--- config.mk ---
export PLATFORM = sky130hd
export DESIGN_NAME = cac_aux_regs
export DESIGN_NICKNAME = d
export VERILOG_FILES = /design/src/hdl/cac_pkg.sv /design/src/hdl/cac_hold_timer.sv /design/src/hdl/cac_aux_regs.sv
export SDC_FILE = /design/constraint.sdc
export NUM_CORES = 1
export LEC_CHECK = 0
export BUFFER_PORTS_ARGS = -buffer_cell sky130_fd_sc_hd__clkbuf_2
export CAP_MARGIN = 20
export CORE_UTILIZATION = 50
export CTS_CLUSTER_DIAMETER = 150
export DETAILED_ROUTE_END_ITERATION = 16
export PLACE_DENSITY = 0.71
export SYNTH_ARGS = -nofsm -noshare
export SYNTH_HDL_FRONTEND = slang
export SYNTH_SLANG_ARGS = --single-unit
--- constraint.sdc ---
create_clock -name I_REF_CLK -period 8.1 [get_ports I_REF_CLK]
set_clock_uncertainty 0.1 [all_clocks]
set_input_delay 0.81 -clock I_REF_CLK [delete_from_list [all_inputs] [get_ports I_REF_CLK]]
set_output_delay 0.81 -clock I_REF_CLK [all_outputs]
set_load 0.01 [all_outputs]
--- src/hdl/cac_pkg.sv ---
// package for the charger auxiliary control register bank
// assumes one 20 MHz reference clock
package cac_pkg;

  // ************************************************************
  // clock and timing
  // ************************************************************
  localparam int unsigned CLK_HZ = 20_000_000;
  localparam int unsigned CLK_PER_MS = CLK_HZ / 1000;
  localparam int unsigned SDA_TIMEOUT_MS = 1000;
  localparam int unsigned SDA_TIMEOUT_CYC = CLK_PER_MS * SDA_TIMEOUT_MS;
  localparam int unsigned LONG_PRESS_MS = 10000;
  localparam int unsigned LONG_PRESS_CYC = CLK_PER_MS * LONG_PRESS_MS;
  localparam int unsigned EOC_SHORT_MS = 2;
  localparam int unsigned EOC_SHORT_CYC = CLK_PER_MS * EOC_SHORT_MS;
  localparam int unsigned EOC_LONG_MS = 64;
  localparam int unsigned EOC_LONG_CYC = CLK_PER_MS * EOC_LONG_MS;
  localparam int unsigned ADAPTER_REQ_MS = 1;
  localparam int unsigned ADAPTER_REQ_CYC = CLK_PER_MS * ADAPTER_REQ_MS;

  // ************************************************************
  // register offsets (16-bit readings: high byte first)
  // ************************************************************
  localparam logic [7:0] ADDR_DIE_TEMP_HI = 8'h41;
  localparam logic [7:0] ADDR_DIE_TEMP_LO = 8'h42;
  localparam logic [7:0] ADDR_PLUS_MV_HI = 8'h43;
  localparam logic [7:0] ADDR_PLUS_MV_LO = 8'h44;
  localparam logic [7:0] ADDR_MINUS_MV_HI = 8'h45;
  localparam logic [7:0] ADDR_MINUS_MV_LO = 8'h46;
  localparam logic [7:0] ADDR_LINE_DRIVE = 8'h47;
  localparam logic [7:0] ADDR_PART_INFO = 8'h48;
  localparam logic [7:0] ADDR_ADAPTER_REQ = 8'h49;
  localparam logic [7:0] ADDR_CTRL_ZERO = 8'h4a;
  localparam logic [7:0] ADDR_CTRL_ONE = 8'h4b;
  localparam logic [7:0] ADDR_DONE_FLAGS = 8'h4d;

  // ************************************************************
  // field positions
  // ************************************************************
  localparam int POS_PLUS_DRIVE = 5;
  localparam int POS_MINUS_DRIVE = 2;
  localparam int POS_PART_ID = 3;
  localparam int POS_REQ_GO = 7;
  localparam int POS_GEN_SEL = 6;
  localparam int POS_GEN1_DIR = 5;
  localparam int POS_BUS_TO_DIS = 7;
  localparam int POS_LONG_PRESS = 6;
  localparam int POS_AUTO_ICL = 5;
  localparam int POS_EOC_DEGL = 4;
  localparam int POS_EOC_RST = 3;
  localparam int POS_AUTO_FLOOR = 2;
  localparam int POS_COOL_SEL = 1;
  localparam int POS_EXTREME = 0;
  localparam int POS_FREQ_1MHZ = 4;
  localparam int POS_OTG_INPUT_PIN_ENABLE = 3;
  localparam int POS_OTG_GATE = 2;
  localparam int POS_DONE_FLAG = 4;

  // ************************************************************
  // reset values and code ladder
  // ************************************************************
  localparam logic [5:0] RST_DRIVE = 6'h00;
  localparam logic [7:0] RST_ADAPTER_REQ = 8'h00;
  localparam logic [7:0] RST_CTRL_ZERO = 8'h76;
  localparam logic [4:0] RST_CTRL_ONE = 5'h00;
  localparam logic [4:0] GEN2_TOP_CODE = 5'h1d;
  localparam logic [15:0] GEN2_BASE_MV = 16'h157c;
  localparam logic [15:0] GEN2_STEP_MV = 16'h01f4;
  localparam logic [4:0] GEN2_SELF_TEST = 5'h1e;
  localparam logic [4:0] GEN2_NO_DROP_COMP = 5'h1f;

  typedef enum logic [3:0] {
    ST_IDLE, ST_ADDR, ST_ADDR_ACK, ST_PTR, ST_PTR_ACK,
    ST_WDATA, ST_WDATA_ACK, ST_RDATA, ST_RDATA_ACK
  } cac_bus_st_t;

endpackage

--- src/hdl/cac_hold_timer.sv ---
// hold timer: one pulse after a level stays active long enough
// assumes i_active and i_limit come from logic on the same clock
`timescale 1ns/1ps
module cac_hold_timer #(
  parameter int W = 32
) (
  // clock and reset
  input wire logic i_clk,
  input wire logic i_nrst,
  // condition and length
  input wire logic i_active,
  input wire logic [W-1:0] i_limit,
  // result
  output logic o_expired
);

  typedef struct packed {
    logic [W-1:0] cnt;
    logic fired;
    logic pulse;
  } cac_timer_t;

  cac_timer_t s_r;
  cac_timer_t s_nxt;

  always_comb begin
    s_nxt = s_r;
    s_nxt.pulse = 1'b0;
    if (!i_active) begin
      s_nxt.cnt = '0;
      s_nxt.fired = 1'b0;
    end else if (!s_r.fired) begin
      // fires once per active run; a drop restarts the count
      if (s_r.cnt + W'(1) >= i_limit) begin
        s_nxt.fired = 1'b1;
        s_nxt.pulse = 1'b1;
      end else begin
        s_nxt.cnt = s_r.cnt + W'(1);
      end
    end
  end

  always_ff @(posedge i_clk or negedge i_nrst) begin
    if (!i_nrst) begin
      s_r <= '0;
    end else begin
      s_r <= s_nxt;
    end
  end

  assign o_expired = s_r.pulse;

endmodule // cac_hold_timer

--- src/hdl/cac_aux_regs.sv ---
// charger auxiliary registers behind an i2c target
// assumes converter readings and zone/detect strobes are on I_REF_CLK;
// scl, sda, button, bus presence, charge-done and otg pins are asynchronous
//
// Summary of operation
// - die temperature read, signed, 1 C/count
// - plus line reading, 1 mV/count
// - minus line reading, own register, 1 mV/count
// - 3-bit manual drive per data line
// - 4-bit part id in bits 6:3
// - request go set by write, hardware clears
// - select bit picks protocol generation
// - gen1 direction: zero lower, one raise
// - 5-bit gen2 code, self-test and compensation-off codes
// - target holding sda low 1 s resets target
// - button low 10 s opens ship switch
// - auto current limit after port detection
// - charge-done deglitch 2 ms or 64 ms
// - charge-done reset bit self-clears
// - auto input voltage floor at plug-in
// - cool zone may use warm voltage
// - cold/hot zones stop or continue charging
// - frequency override forces 1 MHz
// - otg pin function enable
// - otg needs register bit, optionally pin
// - seamless path select, 2 bits
// - done flag set, cleared by read
`timescale 1ns/1ps
module cac_aux_regs
  import cac_pkg::*;
#(
  parameter logic [6:0] TARGET_ADDR = 7'h2a,
  // arbitrary identifier value
  parameter logic [3:0] PART_ID = 4'h9,
  parameter int unsigned SDA_TIMEOUT_CYCLES = SDA_TIMEOUT_CYC,
  parameter int unsigned LONG_PRESS_CYCLES = LONG_PRESS_CYC,
  parameter int unsigned EOC_SHORT_CYCLES = EOC_SHORT_CYC,
  parameter int unsigned EOC_LONG_CYCLES = EOC_LONG_CYC,
  parameter int unsigned ADAPTER_REQ_CYCLES = ADAPTER_REQ_CYC
) (
  // clock and reset
  input wire logic I_REF_CLK,
  input wire logic I_NRST,
  input wire logic I_WDT_RESET,
  input wire logic I_REG_RESET,
  // serial host port
  input wire logic I_SCL,
  input wire logic I_SDA,
  output logic O_SDA_O,
  output logic O_SDA_OE_N,
  // converter readings
  input wire logic [15:0] I_DIE_TEMPERATURE,
  input wire logic [15:0] I_PLUS_LINE_MV,
  input wire logic [15:0] I_MINUS_LINE_MV,
  // charger status inputs
  input wire logic I_PUSH_BUTTON_INPUT,
  input wire logic I_BUS_INPUT_PRESENT,
  input wire logic I_CHARGE_DONE_RAW,
  input wire logic I_OTG_PIN,
  input wire logic I_OTG_REGISTER_ENABLE,
  input wire logic I_PORT_DETECT_DONE,
  input wire logic I_ZONE_COOL,
  input wire logic I_ZONE_COLD_HOT,
  // data line drive
  output logic [2:0] O_PLUS_LINE_DRIVE_SEL,
  output logic [2:0] O_MINUS_LINE_DRIVE_SEL,
  // adapter request engine
  output logic O_ADAPTER_REQUEST_ACTIVE,
  output logic O_ADAPTER_PROTOCOL_GEN_SEL,
  output logic O_GEN1_VOLTAGE_DIRECTION,
  output logic [4:0] O_GEN2_VOLTAGE_CODE,
  output logic [15:0] O_GEN2_TARGET_MV,
  output logic O_GEN2_SELF_TEST,
  output logic O_GEN2_NO_DROP_COMP,
  // charger control
  output logic O_SHIP_SWITCH_OPEN,
  output logic O_LOAD_INPUT_CURRENT_LIMIT,
  output logic O_SET_INPUT_VOLTAGE_FLOOR,
  output logic O_CHARGE_DONE,
  output logic O_BATT_REG_FROM_WARM,
  output logic O_EXTREME_ZONE_HALT,
  output logic O_FREQ_FORCE_1MHZ,
  output logic O_OTG_MODE,
  output logic [1:0] O_SEAMLESS_SEL
);

  // ************************************************************
  // state
  // ************************************************************
  typedef struct packed {
    cac_bus_st_t st;
    logic [1:0] scl_sy;
    logic [1:0] sda_sy;
    logic [1:0] btn_sy;
    logic [1:0] bus_sy;
    logic [1:0] eoc_sy;
    logic [1:0] otg_sy;
    logic scl_p;
    logic sda_p;
    logic bus_p;
    logic [3:0] bitcnt;
    logic [7:0] shift;
    logic rw;
    logic mack;
    logic [7:0] ptr;
    logic sda_drv;
    logic [5:0] drive;
    logic [7:0] req;
    logic [7:0] ctrl0;
    logic [4:0] ctrl1;
    logic done_flag;
    logic [31:0] pe_cnt;
    logic eoc_state;
    logic ship_req;
    logic load_icl;
    logic set_floor;
    logic [15:0] target_mv;
    logic from_warm;
    logic halt;
    logic otg_mode;
  } cac_regs_t;

  cac_regs_t s_r;
  cac_regs_t s_nxt;

  logic sda_timeout;
  logic press_done;
  logic degl_done;
  logic [7:0] rd_addr;
  logic [7:0] rd_data;

  // ************************************************************
  // hold timers
  // ************************************************************
  // counter of the target holding sda low
  cac_hold_timer u_sda_hold (
    .i_clk(I_REF_CLK),
    .i_nrst(I_NRST),
    .i_active(s_r.sda_drv & ~s_r.ctrl0[POS_BUS_TO_DIS]),
    .i_limit(32'(SDA_TIMEOUT_CYCLES)),
    .o_expired(sda_timeout)
  );

  cac_hold_timer u_press_hold (
    .i_clk(I_REF_CLK),
    .i_nrst(I_NRST),
    .i_active(~s_r.btn_sy[1] & s_r.ctrl0[POS_LONG_PRESS]),
    .i_limit(32'(LONG_PRESS_CYCLES)),
    .o_expired(press_done)
  );

  cac_hold_timer u_eoc_hold (
    .i_clk(I_REF_CLK),
    .i_nrst(I_NRST),
    .i_active(s_r.eoc_sy[1] & ~s_r.eoc_state & ~s_r.ctrl0[POS_EOC_RST]),
    .i_limit(s_r.ctrl0[POS_EOC_DEGL] ? 32'(EOC_LONG_CYCLES) : 32'(EOC_SHORT_CYCLES)),
    .o_expired(degl_done)
  );

  // ************************************************************
  // read data
  // ************************************************************
  // the pointer moves before a follow-on byte is loaded
  assign rd_addr = (s_r.st == ST_RDATA_ACK) ? s_r.ptr + 8'h01 : s_r.ptr;

  always_comb begin
    case (rd_addr)
      ADDR_DIE_TEMP_HI: rd_data = I_DIE_TEMPERATURE[15:8];
      ADDR_DIE_TEMP_LO: rd_data = I_DIE_TEMPERATURE[7:0];
      ADDR_PLUS_MV_HI: rd_data = I_PLUS_LINE_MV[15:8];
      ADDR_PLUS_MV_LO: rd_data = I_PLUS_LINE_MV[7:0];
      ADDR_MINUS_MV_HI: rd_data = I_MINUS_LINE_MV[15:8];
      ADDR_MINUS_MV_LO: rd_data = I_MINUS_LINE_MV[7:0];
      ADDR_LINE_DRIVE: rd_data = {s_r.drive, 2'h0};
      ADDR_PART_INFO: rd_data = {1'b0, PART_ID, 3'h0};
      ADDR_ADAPTER_REQ: rd_data = s_r.req;
      ADDR_CTRL_ZERO: rd_data = s_r.ctrl0;
      ADDR_CTRL_ONE: rd_data = {3'h0, s_r.ctrl1};
      ADDR_DONE_FLAGS: rd_data = {3'h0, s_r.done_flag, 4'h0};
      default: rd_data = 8'h00;
    endcase
  end

  // ************************************************************
  // next state
  // ************************************************************
  always_comb begin
    logic scl_rise;
    logic scl_fall;
    logic start_c;
    logic stop_c;
    logic wr_en;
    logic load;
    scl_rise = s_r.scl_sy[1] & ~s_r.scl_p;
    scl_fall = ~s_r.scl_sy[1] & s_r.scl_p;
    start_c = s_r.scl_sy[1] & s_r.scl_p & s_r.sda_p & ~s_r.sda_sy[1];
    stop_c = s_r.scl_sy[1] & s_r.scl_p & ~s_r.sda_p & s_r.sda_sy[1];
    wr_en = 1'b0;
    load = 1'b0;
    s_nxt = s_r;
    s_nxt.scl_sy = {s_r.scl_sy[0], I_SCL};
    s_nxt.sda_sy = {s_r.sda_sy[0], I_SDA};
    s_nxt.btn_sy = {s_r.btn_sy[0], I_PUSH_BUTTON_INPUT};
    s_nxt.bus_sy = {s_r.bus_sy[0], I_BUS_INPUT_PRESENT};
    s_nxt.eoc_sy = {s_r.eoc_sy[0], I_CHARGE_DONE_RAW};
    s_nxt.otg_sy = {s_r.otg_sy[0], I_OTG_PIN};
    s_nxt.scl_p = s_r.scl_sy[1];
    s_nxt.sda_p = s_r.sda_sy[1];
    s_nxt.bus_p = s_r.bus_sy[1];
    s_nxt.ship_req = 1'b0;
    s_nxt.load_icl = 1'b0;
    s_nxt.set_floor = 1'b0;

    // serial target; the timeout, a start or a stop each clears a transfer, the timeout first
    if (sda_timeout) begin
      s_nxt.st = ST_IDLE;
      s_nxt.sda_drv = 1'b0;
    end else if (start_c) begin
      s_nxt.st = ST_ADDR;
      s_nxt.bitcnt = 4'h0;
      s_nxt.sda_drv = 1'b0;
    end else if (stop_c) begin
      s_nxt.st = ST_IDLE;
      s_nxt.sda_drv = 1'b0;
    end else if (scl_rise) begin
      case (s_r.st)
        ST_ADDR, ST_PTR, ST_WDATA: begin
          s_nxt.shift = {s_r.shift[6:0], s_r.sda_sy[1]};
          s_nxt.bitcnt = s_r.bitcnt + 4'h1;
        end
        ST_RDATA: s_nxt.bitcnt = s_r.bitcnt + 4'h1;
        ST_RDATA_ACK: s_nxt.mack = ~s_r.sda_sy[1];
        default: ;
      endcase
    end else if (scl_fall) begin
      case (s_r.st)
        ST_ADDR: begin
          if (s_r.bitcnt == 4'h8) begin
            if (s_r.shift[7:1] == TARGET_ADDR) begin
              s_nxt.sda_drv = 1'b1;
              s_nxt.rw = s_r.shift[0];
              s_nxt.st = ST_ADDR_ACK;
            end else begin
              s_nxt.st = ST_IDLE;
            end
          end
        end
        ST_PTR: begin
          if (s_r.bitcnt == 4'h8) begin
            s_nxt.sda_drv = 1'b1;
            s_nxt.ptr = s_r.shift;
            s_nxt.st = ST_PTR_ACK;
          end
        end
        ST_WDATA: begin
          if (s_r.bitcnt == 4'h8) begin
            s_nxt.sda_drv = 1'b1;
            wr_en = 1'b1;
            s_nxt.st = ST_WDATA_ACK;
          end
        end
        ST_ADDR_ACK: begin
          s_nxt.bitcnt = 4'h0;
          if (s_r.rw) begin
            load = 1'b1;
          end else begin
            s_nxt.sda_drv = 1'b0;
            s_nxt.st = ST_PTR;
          end
        end
        ST_PTR_ACK: begin
          s_nxt.sda_drv = 1'b0;
          s_nxt.bitcnt = 4'h0;
          s_nxt.st = ST_WDATA;
        end
        ST_WDATA_ACK: begin
          s_nxt.sda_drv = 1'b0;
          s_nxt.bitcnt = 4'h0;
          s_nxt.ptr = s_r.ptr + 8'h01;
          s_nxt.st = ST_WDATA;
        end
        ST_RDATA: begin
          if (s_r.bitcnt == 4'h8) begin
            s_nxt.sda_drv = 1'b0;
            s_nxt.st = ST_RDATA_ACK;
          end else begin
            s_nxt.shift = {s_r.shift[6:0], 1'b0};
            s_nxt.sda_drv = ~s_r.shift[6];
          end
        end
        ST_RDATA_ACK: begin
          if (s_r.mack) begin
            s_nxt.ptr = s_r.ptr + 8'h01;
            load = 1'b1;
          end else begin
            s_nxt.st = ST_IDLE;
          end
        end
        default: s_nxt.st = ST_IDLE;
      endcase
    end

    if (load) begin
      s_nxt.shift = rd_data;
      s_nxt.sda_drv = ~rd_data[7];
      s_nxt.bitcnt = 4'h0;
      s_nxt.st = ST_RDATA;
      if (rd_addr == ADDR_DONE_FLAGS) begin
        s_nxt.done_flag = 1'b0;
      end
    end

    // register writes; read-only offsets ignore the byte
    if (wr_en) begin
      case (s_r.ptr)
        ADDR_LINE_DRIVE: s_nxt.drive = s_r.shift[7:2];
        ADDR_ADAPTER_REQ: begin
          s_nxt.req = s_r.shift;
          s_nxt.req[POS_REQ_GO] = s_r.req[POS_REQ_GO] | s_r.shift[POS_REQ_GO];
        end
        ADDR_CTRL_ZERO: begin
          s_nxt.ctrl0 = s_r.shift;
          s_nxt.ctrl0[POS_EOC_RST] = s_r.ctrl0[POS_EOC_RST] | s_r.shift[POS_EOC_RST];
        end
        ADDR_CTRL_ONE: s_nxt.ctrl1 = s_r.shift[4:0];
        default: ;
      endcase
    end

    if (s_r.req[POS_REQ_GO]) begin
      if (s_r.pe_cnt + 32'h1 >= 32'(ADAPTER_REQ_CYCLES)) begin
        s_nxt.req[POS_REQ_GO] = 1'b0;
        s_nxt.pe_cnt = 32'h0;
        s_nxt.done_flag = 1'b1;
      end else begin
        s_nxt.pe_cnt = s_r.pe_cnt + 32'h1;
      end
    end else begin
      s_nxt.pe_cnt = 32'h0;
    end
    if (!s_r.bus_sy[1]) begin
      s_nxt.req[POS_REQ_GO] = 1'b0;
      s_nxt.pe_cnt = 32'h0;
    end

    if (degl_done) begin
      s_nxt.eoc_state = 1'b1;
    end
    if (s_r.ctrl0[POS_EOC_RST]) begin
      s_nxt.eoc_state = 1'b0;
      s_nxt.ctrl0[POS_EOC_RST] = 1'b0;
    end

    s_nxt.ship_req = press_done;
    s_nxt.load_icl = I_PORT_DETECT_DONE & s_r.ctrl0[POS_AUTO_ICL];
    s_nxt.set_floor = s_r.bus_sy[1] & ~s_r.bus_p & s_r.ctrl0[POS_AUTO_FLOOR];

    if (I_REG_RESET) begin
      s_nxt.req = RST_ADAPTER_REQ;
      s_nxt.ctrl0 = RST_CTRL_ZERO;
      s_nxt.ctrl1 = RST_CTRL_ONE;
      s_nxt.pe_cnt = 32'h0;
    end else if (I_WDT_RESET) begin
      // frequency override survives the watchdog
      s_nxt.req = RST_ADAPTER_REQ;
      s_nxt.ctrl0 = RST_CTRL_ZERO;
      s_nxt.ctrl1[3:0] = RST_CTRL_ONE[3:0];
      s_nxt.pe_cnt = 32'h0;
    end

    if (s_nxt.req[4:0] <= GEN2_TOP_CODE) begin
      s_nxt.target_mv = GEN2_BASE_MV + 16'(s_nxt.req[4:0]) * GEN2_STEP_MV;
    end else begin
      s_nxt.target_mv = 16'h0000;
    end
    s_nxt.from_warm = I_ZONE_COOL & ~s_nxt.ctrl0[POS_COOL_SEL];
    s_nxt.halt = I_ZONE_COLD_HOT & ~s_nxt.ctrl0[POS_EXTREME];
    if (s_nxt.ctrl1[POS_OTG_GATE]) begin
      s_nxt.otg_mode = I_OTG_REGISTER_ENABLE & s_nxt.ctrl1[POS_OTG_INPUT_PIN_ENABLE] & s_r.otg_sy[1];
    end else begin
      s_nxt.otg_mode = I_OTG_REGISTER_ENABLE;
    end
  end

  // ************************************************************
  // registers
  // ************************************************************
  always_ff @(posedge I_REF_CLK or negedge I_NRST) begin
    if (!I_NRST) begin
      s_r <= '0;
      s_r.st <= ST_IDLE;
      s_r.ctrl0 <= RST_CTRL_ZERO;
    end else begin
      s_r <= s_nxt;
    end
  end

  // ************************************************************
  // outputs
  // ************************************************************
  assign O_SDA_O = 1'b0;
  assign O_SDA_OE_N = ~s_r.sda_drv;
  // field decode to the line drivers
  assign O_PLUS_LINE_DRIVE_SEL = s_r.drive[POS_PLUS_DRIVE-2 +: 3];
  assign O_MINUS_LINE_DRIVE_SEL = s_r.drive[POS_MINUS_DRIVE-2 +: 3];
  assign O_ADAPTER_REQUEST_ACTIVE = s_r.req[POS_REQ_GO];
  assign O_ADAPTER_PROTOCOL_GEN_SEL = s_r.req[POS_GEN_SEL];
  assign O_GEN1_VOLTAGE_DIRECTION = s_r.req[POS_GEN1_DIR];
  assign O_GEN2_VOLTAGE_CODE = s_r.req[4:0];
  assign O_GEN2_TARGET_MV = s_r.target_mv;
  assign O_GEN2_SELF_TEST = (s_r.req[4:0] == GEN2_SELF_TEST);
  assign O_GEN2_NO_DROP_COMP = (s_r.req[4:0] == GEN2_NO_DROP_COMP);
  assign O_SHIP_SWITCH_OPEN = s_r.ship_req;
  assign O_LOAD_INPUT_CURRENT_LIMIT = s_r.load_icl;
  assign O_SET_INPUT_VOLTAGE_FLOOR = s_r.set_floor;
  assign O_CHARGE_DONE = s_r.eoc_state;
  assign O_BATT_REG_FROM_WARM = s_r.from_warm;
  assign O_EXTREME_ZONE_HALT = s_r.halt;
  assign O_FREQ_FORCE_1MHZ = s_r.ctrl1[POS_FREQ_1MHZ];
  assign O_OTG_MODE = s_r.otg_mode;
  assign O_SEAMLESS_SEL = s_r.ctrl1[1:0];

endmodule // cac_aux_regs

==> run_results.csv <==
group,metric,value,unit
clock_tree,postCtsSetupRepairBufs,0,
finish,num_antenna_cells,0,
sta,tns,0,ns
floorplan,fp.dieH,175,microns
power,p_leak,6.92,nW
floorplan,core,29000,sq um
sta,period_share,78.2,%
grt,grt_pass1_wl,65200,microns
finish,fin_util,57.1,%
logic_synthesis,syn_avg_cell_area,8.81,sq um
clock_tree,post_cts_resize_count,0,
finish,syn_to_final_growth,11.3,%
grt,antenna_found_initial,0,
setup_path,cp_cell_sequence,"nor3b_1 -> o2111ai_1 -> or4_1 -> mux2i_1 -> nand2b_1 -> inv_1 -> fa_1 -> inv_1 -> fa_1 -> fa_1 -> inv_1 -> ha_1 -> nand2_1 -> o211ai_1 -> xor2_1 -> nor4_1 -> o31ai_1 -> xnor2_1 -> nor2_1",
clock_tree,cts_made_buffers,27,
finish,postLayoutCellArea,16600,sq um
logic_synthesis,netlist.area_leader.share,36.8,%
drt,wl_per_cell,18.5,microns
floorplan,die_area,30500,sq um
setup_path,critPathRequiredTime,8.41,ns
logic_synthesis,synthTopCellsByArea,"dfrtp_1 37%, nand2_1 4.5%, ha_1 4.0%",
clock_tree,clock_latency,0.55,ns
clock_tree,cts_tree,"yes",
placed_design,dpl_cell_area,15500,sq um
floorplan,start_util,51.3,%
logic_synthesis,seq_area_frac_synth,37.7,%
logic_synthesis,syn_area,14900,sq um
sta,fmax,158,MHz
floorplan,io_pins,106,
setup_path,critPathKind,"reg -> reg",
floorplan,die_w,175,microns
clock_tree,cts_num_sinks,224,
sta,min_period,6.34,ns
logic_synthesis,yosysTopAreaCell,"dfrtp_1",
setup_path,path_max_fanout,19,
drt,ant_nets,0,
drt,viasPerCell,6.29,
logic_synthesis,ys_ff_latch,224,
setup_path,cp-end-kind,"register",
outcome,run_status,"finished, final reports clean",
logic_synthesis,yosysUniqueCellTypes,82,
grt,grt_pass1_vias,12756,
drt,drc,0,
setup_path,startpoint_type,"register",
clock_tree,clockBufferDepth,3,
setup_path,slowest_stage,"or4_1",
logic_synthesis,synthFlopType,"dfrtp_1",
clock_tree,h-tree-depth,1,
sta,setup_viol,0,
clock_tree,clk_pin_slew,0.06,ns
drt,via_count,13427,
drt,dr.first_iter.drc_count,1365,
placed_design,gp_congestion,0.947,
drt,wl,39500,microns
setup_path,max_stage_delay,0.76,ns
logic_synthesis,synth_edf_count,0,
sta,tightest_slew,1.19,ns
logic_synthesis,netlist_instances,1690,
placed_design,place_hpwl,27900,microns
sta,maxSlewHeadroom,20.7,%
sta,maxSlewViolCount,0,
sta,whs,0.154,ns
grt,grt.total_usage,25.9,%
power,ir_drop,186,uV
clock_tree,cts-hold-fix-buffers,0,
floorplan,rows,62,
clock_tree,cts_root_buf,"clkbuf_16",
finish,drive_gt1_share,12.5,%
power,p_per_area,197,nW/um^2
drt,dr.pass1.iters,6,
logic_synthesis,yosys_warnings,0,
min_path,hp-class,"in -> async",
grt,grt_overflow,0,
sta,hold_violations,0,
finish,nNetsFinal,1851,
sta,rsz0062_at_grt,"no",
placed_design,placement.io_buffers,101,
run,cap_viol_max_count,0,
grt,grt_max_degree,83,
setup_path,worstPathArrival,6.65,ns
logic_synthesis,synthArstFlopShare,100,%
==> cells by family (layout without fill, tap and decap cells) <==
| family | count (synthesis) | count (layout) | share of synthesized area [%] |
|---|---|---|---|
| xor gates and xnor gates | 58 | 58 | 3.41 |
| and+or+nand+nor | 727 | 727 | 26.1 |
| other | 1 | 21 | 0.0252 |
| DFF | 224 | 224 | 37.7 |
| AOI/OAI and AO/OA | 380 | 380 | 17.7 |
| muxes | 62 | 62 | 4.34 |
| buffers and inverters | 180 | 222 | 5.41 |
| adders and majority gates | 58 | 58 | 5.38 |
==> final timing paths <==
kind                            startpoint              endpoint  slack [ns]  cells after the start
worst max-delay path              s_r[121]  O_GEN2_TARGET_MV[13]        1.76                     19
worst min-delay path                I_NRST  u_press_hold.s_r[14]        0.15                      1
worst max register to register    s_r[121]  O_GEN2_TARGET_MV[13]        1.76                     19
worst min register to register  s_nxt[112]              s_r[112]        0.25                      0
max in group asynchronous           I_NRST              s_r[110]        6.46                      2
min in group I_REF_CLK          s_nxt[112]              s_r[112]        0.25                      0
==> area by class of cell <==
class                           instances  area [sq um]
Inverter                               52           195
Multi-Input combinational cell       1306          8570
Tap cell                              384           480
Sequential cell                       224          5610
Clock buffer                           39           831
Fill cell                            2635         12400
Clock inverter                         11           191
Timing Repair Buffer                  120           683
==> report_power, final <==
part / leakage [nW] / total [W] / switching, W / internal (W)
combinational: 3.48 / 0.000537 / 0.000316 / 0.000221
clock: 0.496 / 0.00136 / 0.000497 / 0.000868
sequential: 2.94 / 0.00137 / 0.000186 / 0.00118
==> placed cells by master (no fill, tap or decap), types with 27 or more instances in the layout <==
cell       Yosys  layout
nand4_1       54      54
inv_1         52      52
nor3_1        45      45
o31ai_1       37      37
nand3_1       71      71
dfrtp_1      219     219
nand2b_1      41      41
a21oi_1       97      97
nor2_1       111     111
nand2_1      180     180
o21ai_0       41      40
and3_1        35      35
or4_1         39      39
ha_1          48      48
clkbuf_16      0      27
xnor2_1       38      37
mux2i_1       51      51
clkbuf_2       2     100
==> registers in the layout, summed over array words and instances (netlist names), 3 cells and up <==
register                cells
s_nxt                       9
O_GEN2_VOLTAGE_CODE         5
u_eoc_hold.s_r             33
u_press_hold.s_r           33
O_PLUS_LINE_DRIVE_SEL       3
O_GEN2_TARGET_MV           13
s_r                        76
u_sda_hold.s_r             33
O_MINUS_LINE_DRIVE_SEL      3
==> stage by stage <==
stage               setup WS (ns)  power (W)  cells
detailed placement           1.86    0.00191   2084
floorplan                    2.48    0.00172   1710
global route                 1.46    0.00341   2136
global placement             1.96    0.00189   2084
finish                       1.76    0.00327   2136
CTS                          1.82    0.00327   2134
==> routing by layer <==
metal | vias up | GRT usage [%] | part of all wire (%) | routed length, microns
met5 | - | 0 | 0 | 0
met4 | 0 | 8.55 | 3.2 | 1280
met3 | 100 | 5.18 | 7.1 | 2820
met2 | 494 | 41.9 | 46 | 18100
met1 | 6504 | 34.8 | 44 | 17200
li1 | 6329 | - | - | -
==> cells in the mapped netlist (21+ instances only) <==
library cell,number
dfrtp_1,219
o31ai_1,37
a211oi_1,21
xnor2_1,38
nor4_1,22
nand4_1,54
mux2i_1,51
ha_1,48
nand2b_1,41
nand3_1,71
or4_1,39
clkbuf_1,85
and3_1,35
nand2_1,180
buf_4,30
o21ai_0,41
a31oi_1,21
inv_1,52
nor3_1,45
nor2_1,111
a21oi_1,97
==> worst max-delay path, delay by kind of cell, from the launching register on <==
kind	cells	cell delay, ns
DFF	1	0.71
buffers and inverters	3	0.45
xor gates and xnor gates	2	0.50
AOI/OAI and AO/OA	3	0.88
muxes	1	0.17
adders and majority gates	4	1.83
and+or+nand+nor	6	1.54
(Power assumes the default switching activity.)
